## config.mk

```make
export PLATFORM = sky130hd
export DESIGN_NAME = efr_status_alarms
export DESIGN_NICKNAME = d
export VERILOG_FILES = /design/src/efr_pkg.sv /design/src/efr_los_detect.sv /design/src/efr_status_alarms.sv
export SDC_FILE = /design/constraint.sdc
export NUM_CORES = 1
export LEC_CHECK = 0
export BUFFER_PORTS_ARGS = -buffer_cell sky130_fd_sc_hd__buf_4
export CORE_MARGIN = 1.5
export CORE_UTILIZATION = 59
export DETAILED_ROUTE_END_ITERATION = 10
export PLACE_DENSITY = 0.8
export SYNTH_ARGS = -nofsm -noshare
export SYNTH_HDL_FRONTEND = slang
export SYNTH_SLANG_ARGS = --single-unit
```

## constraint.sdc

```tcl
create_clock -name clock -period 3.3 [get_ports clock]
set_clock_uncertainty 0.1 [all_clocks]
set_input_delay 0 -clock clock [delete_from_list [all_inputs] [get_ports clock]]
set_output_delay 0 -clock clock [all_outputs]
set_load 0.05 [all_outputs]
```

## src/efr_pkg.sv

```systemverilog
package efr_pkg;

   // Register offsets on the 8-bit register port.
   localparam logic [7:0] EFR_ADDR_IDENTITY = 8'h10;
   localparam logic [7:0] EFR_ADDR_RESYNC   = 8'h12;
   localparam logic [7:0] EFR_ADDR_STATUS   = 8'h16;
   localparam logic [7:0] EFR_ADDR_MASK     = 8'h17;
   localparam logic [7:0] EFR_ADDR_SEARCH   = 8'h1c;

   // Reset values of the writable and latched registers.
   localparam logic [7:0] EFR_MASK_RESET    = 8'h00;
   localparam logic [7:0] EFR_RD_RESET      = 8'h00;

   // Field positions in the resync-criteria register.
   localparam int EFR_EVT_CAS = 0;
   localparam int EFR_EVT_FAS = 1;
   localparam int EFR_EVT_CRC = 2;

   // Resync criteria counts.
   localparam logic [1:0] EFR_CAS_ERR_RUN   = 2'd2;
   localparam logic [1:0] EFR_FAS_ERR_RUN   = 2'd3;
   localparam logic [9:0] EFR_CRC_BLOCK     = 10'd1000;
   localparam logic [9:0] EFR_CRC_ERR_LIMIT = 10'd915;

   // Alarm criteria counts.
   localparam logic [1:0]  EFR_RA_RUN       = 2'd3;
   localparam logic [8:0]  EFR_UA_LAST_BIT  = 9'd511;
   localparam logic [1:0]  EFR_UA_ZEROS     = 2'd3;
   localparam logic [11:0] EFR_LOS_E1_SHORT = 12'd255;
   localparam logic [11:0] EFR_LOS_E1_LONG  = 12'd2048;
   localparam logic [11:0] EFR_LOS_T1_ZEROS = 12'd192;
   localparam logic [7:0]  EFR_LOS_E1_WIN   = 8'd255;
   localparam logic [5:0]  EFR_LOS_E1_ONES  = 6'd32;
   localparam logic [7:0]  EFR_LOS_T1_WIN   = 8'd112;
   localparam logic [5:0]  EFR_LOS_T1_ONES  = 6'd14;

endpackage

```

## src/efr_los_detect.sv

```systemverilog
`timescale 1ns/1ps
// Counts consecutive zeros to raise loss of signal, then looks for enough
// ones inside a window of bit times to drop it again.
module efr_los_detect
   import efr_pkg::*;
(
   input  wire logic        clock,
   input  wire logic        rst_b,
   input  wire logic        bit_en,
   input  wire logic        bit_val,
   input  wire logic [11:0] zero_limit,
   input  wire logic [7:0]  window_len,
   input  wire logic [5:0]  ones_need,
   output logic             los_r
);

   typedef struct packed {
      logic [11:0] zeros;
      logic [7:0]  win;
      logic [5:0]  ones;
      logic        los;
   } efr_los_type;

   efr_los_type st_r;
   efr_los_type st_nxt;

   // The zero run stops one below the limit, where loss is raised, so a long outage cannot wrap it.
   always_comb begin
      st_nxt = st_r;
      if (bit_en) begin
         if (!st_r.los) begin
            if (bit_val) begin
               st_nxt.zeros = 12'd0;
            end else if (st_r.zeros + 12'd1 >= zero_limit) begin
               st_nxt.los   = 1'b1;
               st_nxt.win   = 8'd0;
               st_nxt.ones  = 6'd0;
            end else begin
               st_nxt.zeros = st_r.zeros + 12'd1;
            end
         end else begin
            st_nxt.ones = st_r.ones + {5'd0, bit_val};
            st_nxt.win  = st_r.win + 8'd1;
            if (st_r.ones + {5'd0, bit_val} >= ones_need) begin
               st_nxt.los   = 1'b0;
               st_nxt.zeros = 12'd0;
            end else if (st_r.win + 8'd1 >= window_len) begin
               st_nxt.win   = 8'd0;
               st_nxt.ones  = 6'd0;
            end
         end
      end
   end

   always_ff @(posedge clock or negedge rst_b) begin
      if (!rst_b) begin
         st_r <= '0;
      end else begin
         st_r <= st_nxt;
      end
   end

   assign los_r = st_r.los;

endmodule

```

## src/efr_status_alarms.sv

```systemverilog
`timescale 1ns/1ps
// How it works
// - Si bits come from serial input at select 0, internal registers at 1.
// - Pass-through 0 sources FAS, Sa and remote alarm internally; 1 from serial.
// - Two CAS multiframe words in error in a row set the CAS event.
// - Three frame alignment words in error in a row set the FAS event.
// - 915 or more bad CRC4 codewords out of 1000 set the CRC event.
// - Three search bits read 1 only while the synchronizer searches.
// - Sync counter counts search timeouts, wraps, clears on sync or CRC4 off.
// - Counter is six bits; bits 0,2,3,4,5 readable at register bits 3..7.
// - Frame loss holds from reset to sync, and on resync or manual resync.
// - E1 signal loss after 255 or 2048 zeros; clears on 32 ones in 255.
// - Remote alarm follows three equal non-align bit 3 values in a row.
// - Unframed ones when under three zeros in 512 bits; clears otherwise.
// - Multiframe remote alarm when slot 16 bit 6 set in two multiframes.
// - V5.2 link when two of the last three Sa7 bits are zero.
// - Identity register gives device code high and revision low.
// - Frame loss status bit is set while the receiver is not synchronized.
// - T1 signal loss after 192 zeros; 6312 kHz mode out-of-range sets the status bit only, not signal_loss_cond_r.
// - AIS bit follows unframed ones; yellow bit follows yellow in T1 only.
// - Clear-event bits latch when conditions end and stay until read.
// - Condition mask bits enable interrupts on rising edges only.
// - Clear-event mask bits enable interrupts when the event sets.
// - In E1 mode, criteria select 0 means 255 zeros, 1 means 2048 zeros.
module efr_status_alarms
   import efr_pkg::*;
#(
   parameter logic [3:0] DEVICE_CODE = 4'h5, // Arbitrary value.
   parameter logic [3:0] REVISION    = 4'h1  // Arbitrary value.
)
(
   input  wire logic       clock,
   input  wire logic       rst_b,
   input  wire logic [7:0] addr,
   input  wire logic       rd_en,
   input  wire logic       wr_en,
   input  wire logic [7:0] wr_data,
   output logic      [7:0] rd_data_r,
   output logic            irq_r,
   input  wire logic       rx_bit_en,
   input  wire logic       rx_bit,
   input  wire logic       t1_mode,
   input  wire logic       sync6312_mode,
   input  wire logic       sync6312_out_of_range,
   input  wire logic       signal_loss_criteria_select,
   input  wire logic       resync_request,
   input  wire logic       frame_sync_achieved,
   input  wire logic       fas_word_strobe,
   input  wire logic       fas_word_error,
   input  wire logic       cas_word_strobe,
   input  wire logic       cas_word_error,
   input  wire logic       crc_word_strobe,
   input  wire logic       crc_word_error,
   input  wire logic       crc_search_timeout,
   input  wire logic       crc_sync_ok,
   input  wire logic       crc4_enable,
   input  wire logic       crc_mf_search_active,
   input  wire logic       cas_mf_search_active,
   input  wire logic       frame_align_search_active,
   input  wire logic       nfas_strobe,
   input  wire logic       nfas_bit3,
   input  wire logic       mf_strobe,
   input  wire logic       ts16_f0_bit6,
   input  wire logic       sa7_strobe,
   input  wire logic       sa7_bit,
   input  wire logic       t1_yellow_detect,
   input  wire logic       tx_bit_en,
   input  wire logic       tx_is_si_bit,
   input  wire logic       tx_internal_bit,
   input  wire logic       serial_tx_data_in,
   input  wire logic       intl_bit_source_select,
   input  wire logic       slot0_passthrough,
   output logic            tx_ts0_bit_r,
   output logic            source_conflict_r,
   output logic            frame_loss_cond_r,
   output logic            signal_loss_cond_r,
   output logic            all_ones_cond_r,
   output logic            remote_alarm_cond_r,
   output logic            multiframe_remote_alarm_r,
   output logic            v5_link_detect_r
);

   typedef struct packed {
      logic [7:0] rd_data;
      logic       irq;
      logic       tx_bit;
      logic       conflict;
      logic       lof;
      logic [3:0] cond_prev;
      logic [3:0] cond_evt;
      logic [3:0] clr_evt;
      logic [2:0] resync;
      logic [5:0] csc;
      logic [7:0] mask;
      logic [1:0] fas_run;
      logic [1:0] cas_run;
      logic [9:0] crc_words;
      logic [9:0] crc_errs;
      logic [1:0] ra_run;
      logic       ra;
      logic [8:0] ua_win;
      logic [1:0] ua_zeros;
      logic       ua;
      logic       mf_prev;
      logic       mfra;
      logic [2:0] sa7_hist;
      logic       v5;
   } efr_state_type;

   efr_state_type st_r;
   efr_state_type st_nxt;
   logic          los_line;
   logic [11:0]   los_limit;
   logic [7:0]    los_window;
   logic [5:0]    los_ones;
   logic          los_cond;
   logic          yel_cond;
   logic [3:0]    cond;
   logic          rd_status;
   logic          rd_resync;

   // Majority-of-three zeros check for the Sa7 history.
   function automatic logic two_of_three_zero(input logic [2:0] h);
      two_of_three_zero = (!h[0] & !h[1]) | (!h[0] & !h[2]) | (!h[1] & !h[2]);
   endfunction

   // Zero-run and recovery figures depend on the line mode.
   always_comb begin
      if (t1_mode) begin
         los_limit  = EFR_LOS_T1_ZEROS;
         los_window = EFR_LOS_T1_WIN;
         los_ones   = EFR_LOS_T1_ONES;
      end else begin
         los_limit  = signal_loss_criteria_select ? EFR_LOS_E1_LONG
                                                  : EFR_LOS_E1_SHORT;
         los_window = EFR_LOS_E1_WIN;
         los_ones   = EFR_LOS_E1_ONES;
      end
   end

   efr_los_detect u_los (
      .clock      (clock),
      .rst_b      (rst_b),
      .bit_en     (rx_bit_en),
      .bit_val    (rx_bit),
      .zero_limit (los_limit),
      .window_len (los_window),
      .ones_need  (los_ones),
      .los_r      (los_line)
   );

   // Live condition vector in status bit order.
   assign los_cond  = los_line | (sync6312_mode & sync6312_out_of_range);
   assign yel_cond  = t1_mode & t1_yellow_detect;
   assign cond      = {yel_cond, st_r.ua, los_cond, st_r.lof};
   assign rd_status = rd_en & (addr == EFR_ADDR_STATUS);
   assign rd_resync = rd_en & (addr == EFR_ADDR_RESYNC);

   // One pass computes every counter, flag and register except the signal-loss detector's for the next edge.
   always_comb begin
      logic [2:0] rs_set;
      logic [7:0] pend;
      rs_set = 3'b000;
      pend   = 8'h00;
      st_nxt = st_r;

      // Resync criteria counters.
      if (cas_word_strobe) begin
         st_nxt.cas_run = cas_word_error ? st_r.cas_run + 2'd1 : 2'd0;
         if (cas_word_error && st_r.cas_run + 2'd1 == EFR_CAS_ERR_RUN) begin
            rs_set[EFR_EVT_CAS] = 1'b1;
            st_nxt.cas_run = 2'd0;
         end
      end
      if (fas_word_strobe) begin
         st_nxt.fas_run = fas_word_error ? st_r.fas_run + 2'd1 : 2'd0;
         if (fas_word_error && st_r.fas_run + 2'd1 == EFR_FAS_ERR_RUN) begin
            rs_set[EFR_EVT_FAS] = 1'b1;
            st_nxt.fas_run = 2'd0;
         end
      end
      if (crc_word_strobe) begin
         st_nxt.crc_words = st_r.crc_words + 10'd1;
         st_nxt.crc_errs  = st_r.crc_errs + {9'd0, crc_word_error};
         if (st_r.crc_words + 10'd1 == EFR_CRC_BLOCK) begin
            if (st_r.crc_errs + {9'd0, crc_word_error} >= EFR_CRC_ERR_LIMIT) begin
               rs_set[EFR_EVT_CRC] = 1'b1;
            end
            st_nxt.crc_words = 10'd0;
            st_nxt.crc_errs  = 10'd0;
         end
      end

      // A new event wins over the clear that a read of the register makes.
      st_nxt.resync = (rd_resync ? 3'b000 : st_r.resync) | rs_set;

      // Frame loss sets on any resync cause and beats a same-cycle sync.
      if (|rs_set || resync_request) begin
         st_nxt.lof = 1'b1;
      end else if (frame_sync_achieved) begin
         st_nxt.lof = 1'b0;
      end

      // Search-timeout counter, six bits, rolls over by width.
      if (crc_sync_ok || !crc4_enable) begin
         st_nxt.csc = 6'd0;
      end else if (crc_search_timeout) begin
         st_nxt.csc = st_r.csc + 6'd1;
      end

      // Remote alarm needs three equal opposite values to change state.
      if (nfas_strobe) begin
         if (nfas_bit3 == st_r.ra) begin
            st_nxt.ra_run = 2'd0;
         end else if (st_r.ra_run + 2'd1 == EFR_RA_RUN) begin
            st_nxt.ra     = nfas_bit3;
            st_nxt.ra_run = 2'd0;
         end else begin
            st_nxt.ra_run = st_r.ra_run + 2'd1;
         end
      end

      // Zero count saturates at three over each 512-bit span.
      if (rx_bit_en) begin
         st_nxt.ua_win = st_r.ua_win + 9'd1;
         if (!rx_bit && st_r.ua_zeros != EFR_UA_ZEROS) begin
            st_nxt.ua_zeros = st_r.ua_zeros + 2'd1;
         end
         if (st_r.ua_win == EFR_UA_LAST_BIT) begin
            st_nxt.ua       = (st_nxt.ua_zeros != EFR_UA_ZEROS);
            st_nxt.ua_zeros = 2'd0;
         end
      end

      // Multiframe remote alarm compares this multiframe with the last.
      if (mf_strobe) begin
         st_nxt.mf_prev = ts16_f0_bit6;
         st_nxt.mfra    = ts16_f0_bit6 & st_r.mf_prev;
      end
      if (sa7_strobe) begin
         st_nxt.sa7_hist = {st_r.sa7_hist[1:0], sa7_bit};
         st_nxt.v5       = two_of_three_zero({st_r.sa7_hist[1:0], sa7_bit});
      end

      // Edge latches; a read clears them but a same-cycle edge survives.
      st_nxt.cond_prev = cond;
      st_nxt.cond_evt  = (rd_status ? 4'h0 : st_r.cond_evt) | (cond & ~st_r.cond_prev);
      st_nxt.clr_evt   = (rd_status ? 4'h0 : st_r.clr_evt) | (st_r.cond_prev & ~cond);

      if (wr_en && addr == EFR_ADDR_MASK) begin
         st_nxt.mask = wr_data;
      end
      pend = {st_nxt.clr_evt, st_nxt.cond_evt} & st_nxt.mask;
      st_nxt.irq = |pend;

      // Read data are captured before this cycle's clear-on-read takes hold.
      if (rd_en) begin
         case (addr)
            EFR_ADDR_IDENTITY: st_nxt.rd_data = {DEVICE_CODE, REVISION};
            EFR_ADDR_RESYNC:   st_nxt.rd_data = {5'd0, st_r.resync};
            EFR_ADDR_STATUS:   st_nxt.rd_data = {st_r.clr_evt, cond};
            EFR_ADDR_MASK:     st_nxt.rd_data = st_r.mask;
            EFR_ADDR_SEARCH:   st_nxt.rd_data = {st_r.csc[5:2], st_r.csc[0],
                                  frame_align_search_active, cas_mf_search_active,
                                  crc_mf_search_active};
            default:           st_nxt.rd_data = 8'h00;
         endcase
      end

      // Time-slot-0 bit source selection for the transmitter.
      if (tx_bit_en) begin
         if (tx_is_si_bit) begin
            st_nxt.tx_bit = intl_bit_source_select ? tx_internal_bit
                                                   : serial_tx_data_in;
         end else begin
            st_nxt.tx_bit = slot0_passthrough ? serial_tx_data_in
                                              : tx_internal_bit;
         end
      end
      st_nxt.conflict = intl_bit_source_select & slot0_passthrough;
   end

   // Frame loss is held from reset until sync; histories start idle so no false event follows.
   always_ff @(posedge clock or negedge rst_b) begin
      if (!rst_b) begin
         st_r     <= '0;
         st_r.lof <= 1'b1;
         st_r.cond_prev <= 4'h1; // Frame loss present from reset is no rising edge.
         st_r.sa7_hist  <= 3'h7; // No Sa7 zero has been received yet.
      end else begin
         st_r <= st_nxt;
      end
   end

   assign rd_data_r                 = st_r.rd_data;
   assign irq_r                     = st_r.irq;
   assign tx_ts0_bit_r              = st_r.tx_bit;
   assign source_conflict_r         = st_r.conflict;
   assign frame_loss_cond_r         = st_r.lof;
   assign signal_loss_cond_r        = los_line;
   assign all_ones_cond_r           = st_r.ua;
   assign remote_alarm_cond_r       = st_r.ra;
   assign multiframe_remote_alarm_r = st_r.mfra;
   assign v5_link_detect_r          = st_r.v5;
endmodule

```

Yosys cells after proc, flatten, opt, wreduce, memory -nomap -nowiden
Index checks and enable logic that the tools add are counted.

Register bits: 112. Memories kept: 0. Bits in latches: 0. Memory bits (read-only): 0. Output and inout bits: 17. Word-level logic and storage cells: 142. RAM bits: 0.

Multiply operators: 0. Shifts and indexed selects: 0. $add $sub $neg: 11. Equal/unequal tests: 16. Bitwise operators: 21. $lt $le $gt $ge: 4. Multiplexer cells: 42. Div/mod/pow operators: 0. Reductions and logical operators: 20.

Operator list (count): 2-to-1 mux 12 bit (5); equality test 8 x 5 -> 1 bit (second input constant) (5); case mux 8 bit (5 select lines) (1); 2-to-1 mux 15 bit (2); 2-to-1 mux 14 bit (2); 2-to-1 mux 27 bit (1); 2-to-1 mux 20 bit (1); 2-to-1 mux 6 bit (3); 2-to-1 mux 2 bit (8); 2-to-1 mux 8 bit (2); 2-to-1 mux 1 bit (13); adder 12 x 1 -> 12 bit (second input constant) (1); >= comparator 12 bit (1); adder 10 x 1 -> 10 bit (1); adder 10 x 1 -> 10 bit (second input constant) (1); equality test 10 bit (second input constant) (1); >= comparator 10 bit (second input constant) (1); adder 9 x 1 -> 9 bit (second input constant) (1); bitwise AND 1 bit (9); equality test 9 bit (second input constant) (1); AND reduction 3 bit (3); adder 2 x 1 -> 2 bit (second input constant) (4); adder 8 x 1 -> 8 bit (second input constant) (1); bitwise AND 4 bit (2); other kinds (24) (44).

Logic depth before layout (Yosys ltp)
Depth after elaboration: 8. Depth in mapped cells: 12.

Modules after synthesis
Synthesis repeated with hierarchy kept, for this count alone.

Cell total of the unflattened synthesis: 681. Area total of the unflattened synthesis: 6606.3 um^2.

Modules (own cells, without submodules): efr_status_alarms (area each 4385.5 um^2, times used 1, cells an instance 430, sequential area each 2132.0 um^2); efr_los_detect (area each 2220.9 um^2, times used 1, cells an instance 251, sequential area each 675.6 um^2).

Least setup slack after synthesis
Ideal clock, no wire load.

Path type: reg2reg. From: register u_los.st_r[18] (netlist bit). To: register u_los.st_r[20] (netlist bit). Setup slack: 0.449 ns. Buffers on the path: 0. Arrival: 2.627 ns. Cell stages (with the launch flop): 11. Cells stage by stage: dfrtp_1 -> and4_1 -> nand4_1 -> xnor2_1 -> ha_1 -> a21oi_1 -> o21ai_0 -> nor3b_2 -> a21oi_1 -> a2111o_1 -> a211o_1.

Cells in the longest elaborated chain, start to end: 4. Elaborated cells on any way between the ends: 7. Those cells by class: add/sub (1); order compare (1); eq/ne (1); mux (3); reduce/logical (1).

RTL lines: from (decl) (line efr_los_detect.sv:24) `efr_los_type st_r;`; from (signal assigned) (line efr_los_detect.sv:59) `st_r <= st_nxt;`; adder 12 x 1 -> 12 bit * (line efr_los_detect.sv:34, efr_los_detect.sv:39); >= comparator 12 bit or 2-to-1 mux 12 bit (tied branches) (line efr_los_detect.sv:34) `end else if (st_r.zeros + 12'd1 >= zero_limit) begin`; != test 3 x 2 -> 1 bit (no line) or 2-to-1 mux 12 bit (tied branches); AND reduction 3 bit (no line) or 2-to-1 mux 27 bit (tied branches).

Mark *: on every way between the ends. The rest lies on a longest branch, timed or not. The select of a mux whose other input is x is not followed. A chain may end at the register's enable or synchronous reset.

Final worst setup path
From: register u_los.st_r[16] (netlist bit). To: register u_los.st_r[21] (netlist bit).

The elaborated chain is that of the path after synthesis.

==> run metrics <==
total grt overflow 0; Syn Std Cell Area 6220 sq um; Cell Chain, Critical Path ha_1, and4_1, nand2_1, xnor2_2, ha_1, nand2_1, o21ai_0, nor3b_2, a21oi_1, a2111o_1, buf_4, a22o_1; CP Launch Type flop; I/O pins 70; routed length per instance 17.2 um; gr usage total 27.2%; Clock Latency Late Sink 0.38 ns; routed vias 5317; # diodes 0; die height 106 um; Yosys top cell by area dfrtp_1; Synth warnings 0; Clock transition at path regs 0.11 ns; clk sink count 112; share of cells above drive strength 1 17.8%; Synth Flop Type dfrtp_1; Worst Path Arrival 3.40 ns; vias in the first global route 5158; Max Fanout on Critical Path 4; Die Area 11200 sq um; family with the most delay on the worst path compound AO/OA/AOI/OAI gates; pwr dens 560 nW/um^2; CP bufs+invs 1; first-pass GRT wire length 24.4 mm; Max-cap violations 0; area delta synth->final 22.9%; min Tclk post-route 3.22 ns; status finished clean; Synth cell types 71; CTS buffer count 9; worst rel slew slack 41.0%; worst reg2reg path depth 12; CTS tree built; EDFF count, synth 0; Max stage delay on crit path 0.47 ns; # setup viols final 0; max-slew violations 0; clk buf depth 2; share of the synthesized area in the top cell type 43.5%; maximum vdd drop 0.000428 V; crit share post-route 97.4%; number of remaining DRC errors 0; Via density 6.06; Post-Synthesis Cells 616; antenna violations before repair 0; sequential area share after synthesis 45.1%; asr flop ratio synth 100%; Static Leak 3.55 nW; area of the multi-input gates 3170 sq um; Hold Path Depth 4; DR pass1 iterations 6; DP HPWL 9.53 mm; placer's final routability congestion estimate 0.939; FF/Latch Area 2810 sq um; worst hold-check path type in -> reg; fin util 74.4%; FMAX 311 MHz; synth top area cells dfrtp_1, ha_1, nand2_1, xnor2_1, o21ai_0; Layout fillers 688; drt total wl 15.1 mm; Nets 822; stages on the worst setup path 12; slowest library cell on the worst path a2111o_1; Mapped Nets 701; initial core utilization 60.5%; Final Hold Fails 0; Rows 37; fin cells 878; FF+latch count, synth 112; largest net degree at the start of global routing 68; critical path capture point type flop; post-synthesis average cell area 10.1 sq um; Root Buffer clkbuf_8; WS Path Type reg -> reg; die span in x 106 um; Placed Cells 802; CP Data Required Time 3.48 ns; Routed Antenna Nets 0; Iter 0 DRT Violations 317; IO buf count 69; core area 10300 sq um; Slew @ Worst Pin 0.878 ns; H-tree levels 3
power by group:
group,internal [mW],switching (mW)
registers,1.64,0.328
clock network,0.383,0.487
logic,0.675,0.765
total,2.70,1.58
area by class of cell:
cell class	instances	share of cell area, %
clock inverters	6	0.982
clock buffers	10	1.80
repair buffers	133	15.0
multi-input cells	445	41.5
well taps	136	2.23
flip-flops and latches	112	36.7
inverters	36	1.77
per-stage QoR:
stage | hold slack, ns | worst slack, ns | setup TNS (ns) | power [mW] | instance area (sq um)
5_1_grt | 0.0210 | -0.0897 | -0.374 | 4.54 | 7650
3_3_place_gp | -0.0532 | 0.210 | 0 | 3.18 | 6830
2_1_floorplan | -0.396 | 0.449 | 0 | 2.85 | 6220
6_report | 0.0110 | 0.0843 | 0 | 4.28 | 7650
3_5_place_dp | -0.0513 | 0.0968 | 0 | 3.26 | 6830
4_1_cts | 0.00344 | 0.0748 | 0 | 4.20 | 7590
worst register-to-register path: stages, from the launching register on:
cell and delay [ns]:
dfrtp_1 0.41, ha_1 0.24, and4_1 0.28, nand2_1 0.12
xnor2_2 0.16, ha_1 0.29, nand2_1 0.08, o21ai_0 0.11
nor3b_2 0.31, a21oi_1 0.21, a2111o_1 0.47, buf_4 0.17
a22o_1 0.17
final timing paths:
path	slack, ns	from	end
max reg2reg	0.08	u_los.st_r[16]$_DFFE_PN0P_	u_los.st_r[21]$_DFFE_PN0P_
min reg2reg	0.33	frame_loss_cond_r$_DFFE_PN1P_	st_r[70]$_DFF_PN1_
min	0.01	wr_en	st_r[45]$_DFF_PN0_
max	0.08	u_los.st_r[16]$_DFFE_PN0P_	u_los.st_r[21]$_DFFE_PN0P_
min in group asynchronous	0.06	rst_b	u_los.st_r[20]$_DFFE_PN0P_
max in group asynchronous	2.23	rst_b	st_r[70]$_DFF_PN1_
cell usage in the layout (no fill, tap or decap), types with 3 or more instances in the layout:
cell type,netlist,routed
dfrtp_1,108,107
buf_4,8,78
nand2_1,62,62
dlygate4sd3_1,0,54
inv_1,36,36
ha_1,32,32
nor2_1,31,31
o21ai_0,31,31
nand3_1,30,30
xnor2_1,23,22
a21oi_1,16,16
a31oi_1,16,16
a22o_1,14,14
nand4_1,13,13
o31ai_1,13,13
o22ai_1,11,11
xor2_1,10,10
nand2b_1,10,10
clkbuf_8,0,10
mux2i_1,9,9
o2bb2ai_1,9,9
mux2_2,9,9
and3_1,8,8
or3_1,6,6
a222oi_1,6,6
mux2_4,5,5
nor3_1,5,5
a21o_1,5,5
nor2b_1,4,4
o211ai_1,4,4
dfstp_2,4,4
a2bb2oi_1,3,3
a21boi_0,3,3
and4_1,4,3
and2_1,3,3
a211o_1,3,3
or2_2,3,3
nand3b_1,3,3
cell families (layout without fill, tap and decap cells):
| logic type | Yosys count | in the layout | synth area share [%] |
|---|---|---|---|
| AND/OR/NAND/NOR | 195 | 195 | 16.4 |
| flip-flops | 112 | 112 | 45.1 |
| buffers and inverters | 60 | 185 | 4.16 |
| multiplexers | 23 | 23 | 4.28 |
| AO/OA/AOI/OAI | 161 | 162 | 18.9 |
| adder cells (fa/ha/maj) | 32 | 32 | 6.44 |
| XOR/XNOR | 33 | 33 | 4.65 |
registers in the layout (all words and copies together) (netlist names):
name / flops
all_ones_cond_r: 1
frame_loss_cond_r: 1
irq_r: 1
multiframe_remote_alarm_r: 1
rd_data_r: 8
remote_alarm_cond_r: 1
source_conflict_r: 1
st_r: 69
tx_ts0_bit_r: 1
u_los.los_r: 1
u_los.st_r: 26
v5_link_detect_r: 1
synthesized netlist by cell type, types with 4 or more instances:
library cell / number
dfrtp_1: 108
nand2_1: 62
inv_1: 36
ha_1: 32
nor2_1: 31
o21ai_0: 31
nand3_1: 30
xnor2_1: 23
a21oi_1: 16
a31oi_1: 16
a22o_1: 14
clkbuf_1: 13
nand4_1: 13
o31ai_1: 13
o22ai_1: 11
nand2b_1: 10
xor2_1: 10
mux2_2: 9
mux2i_1: 9
o2bb2ai_1: 9
and3_1: 8
buf_4: 8
a222oi_1: 6
or3_1: 6
a21o_1: 5
mux2_4: 5
nor3_1: 5
and4_1: 4
dfstp_2: 4
nor2b_1: 4
o211ai_1: 4
metal layers:
| layer | part of all wire [%] | wire [um] | track usage [%] | vias to the layer above |
|---|---|---|---|---|
| li1 | - | - | - | 2511 |
| met1 | 43 | 6500 | 35.9 | 2600 |
| met2 | 50 | 7500 | 45.5 | 180 |
| met3 | 5.0 | 749 | 4.14 | 26 |
| met4 | 2.1 | 309 | 9.94 | 0 |
| met5 | 0 | 0 | 0 | - |
repair_timing:
| item | in CTS | in global routing |
|---|---|---|
| setup endpoints to repair | 0 | 9 |
| hold buffers | 54 | 0 |
| resized for setup | 0 | 3 |
| hold endpoints to repair | 117 | 0 |
| buffers inserted | 0 | 5 |
No activity file was read; power rests on OpenSTA's default activity.
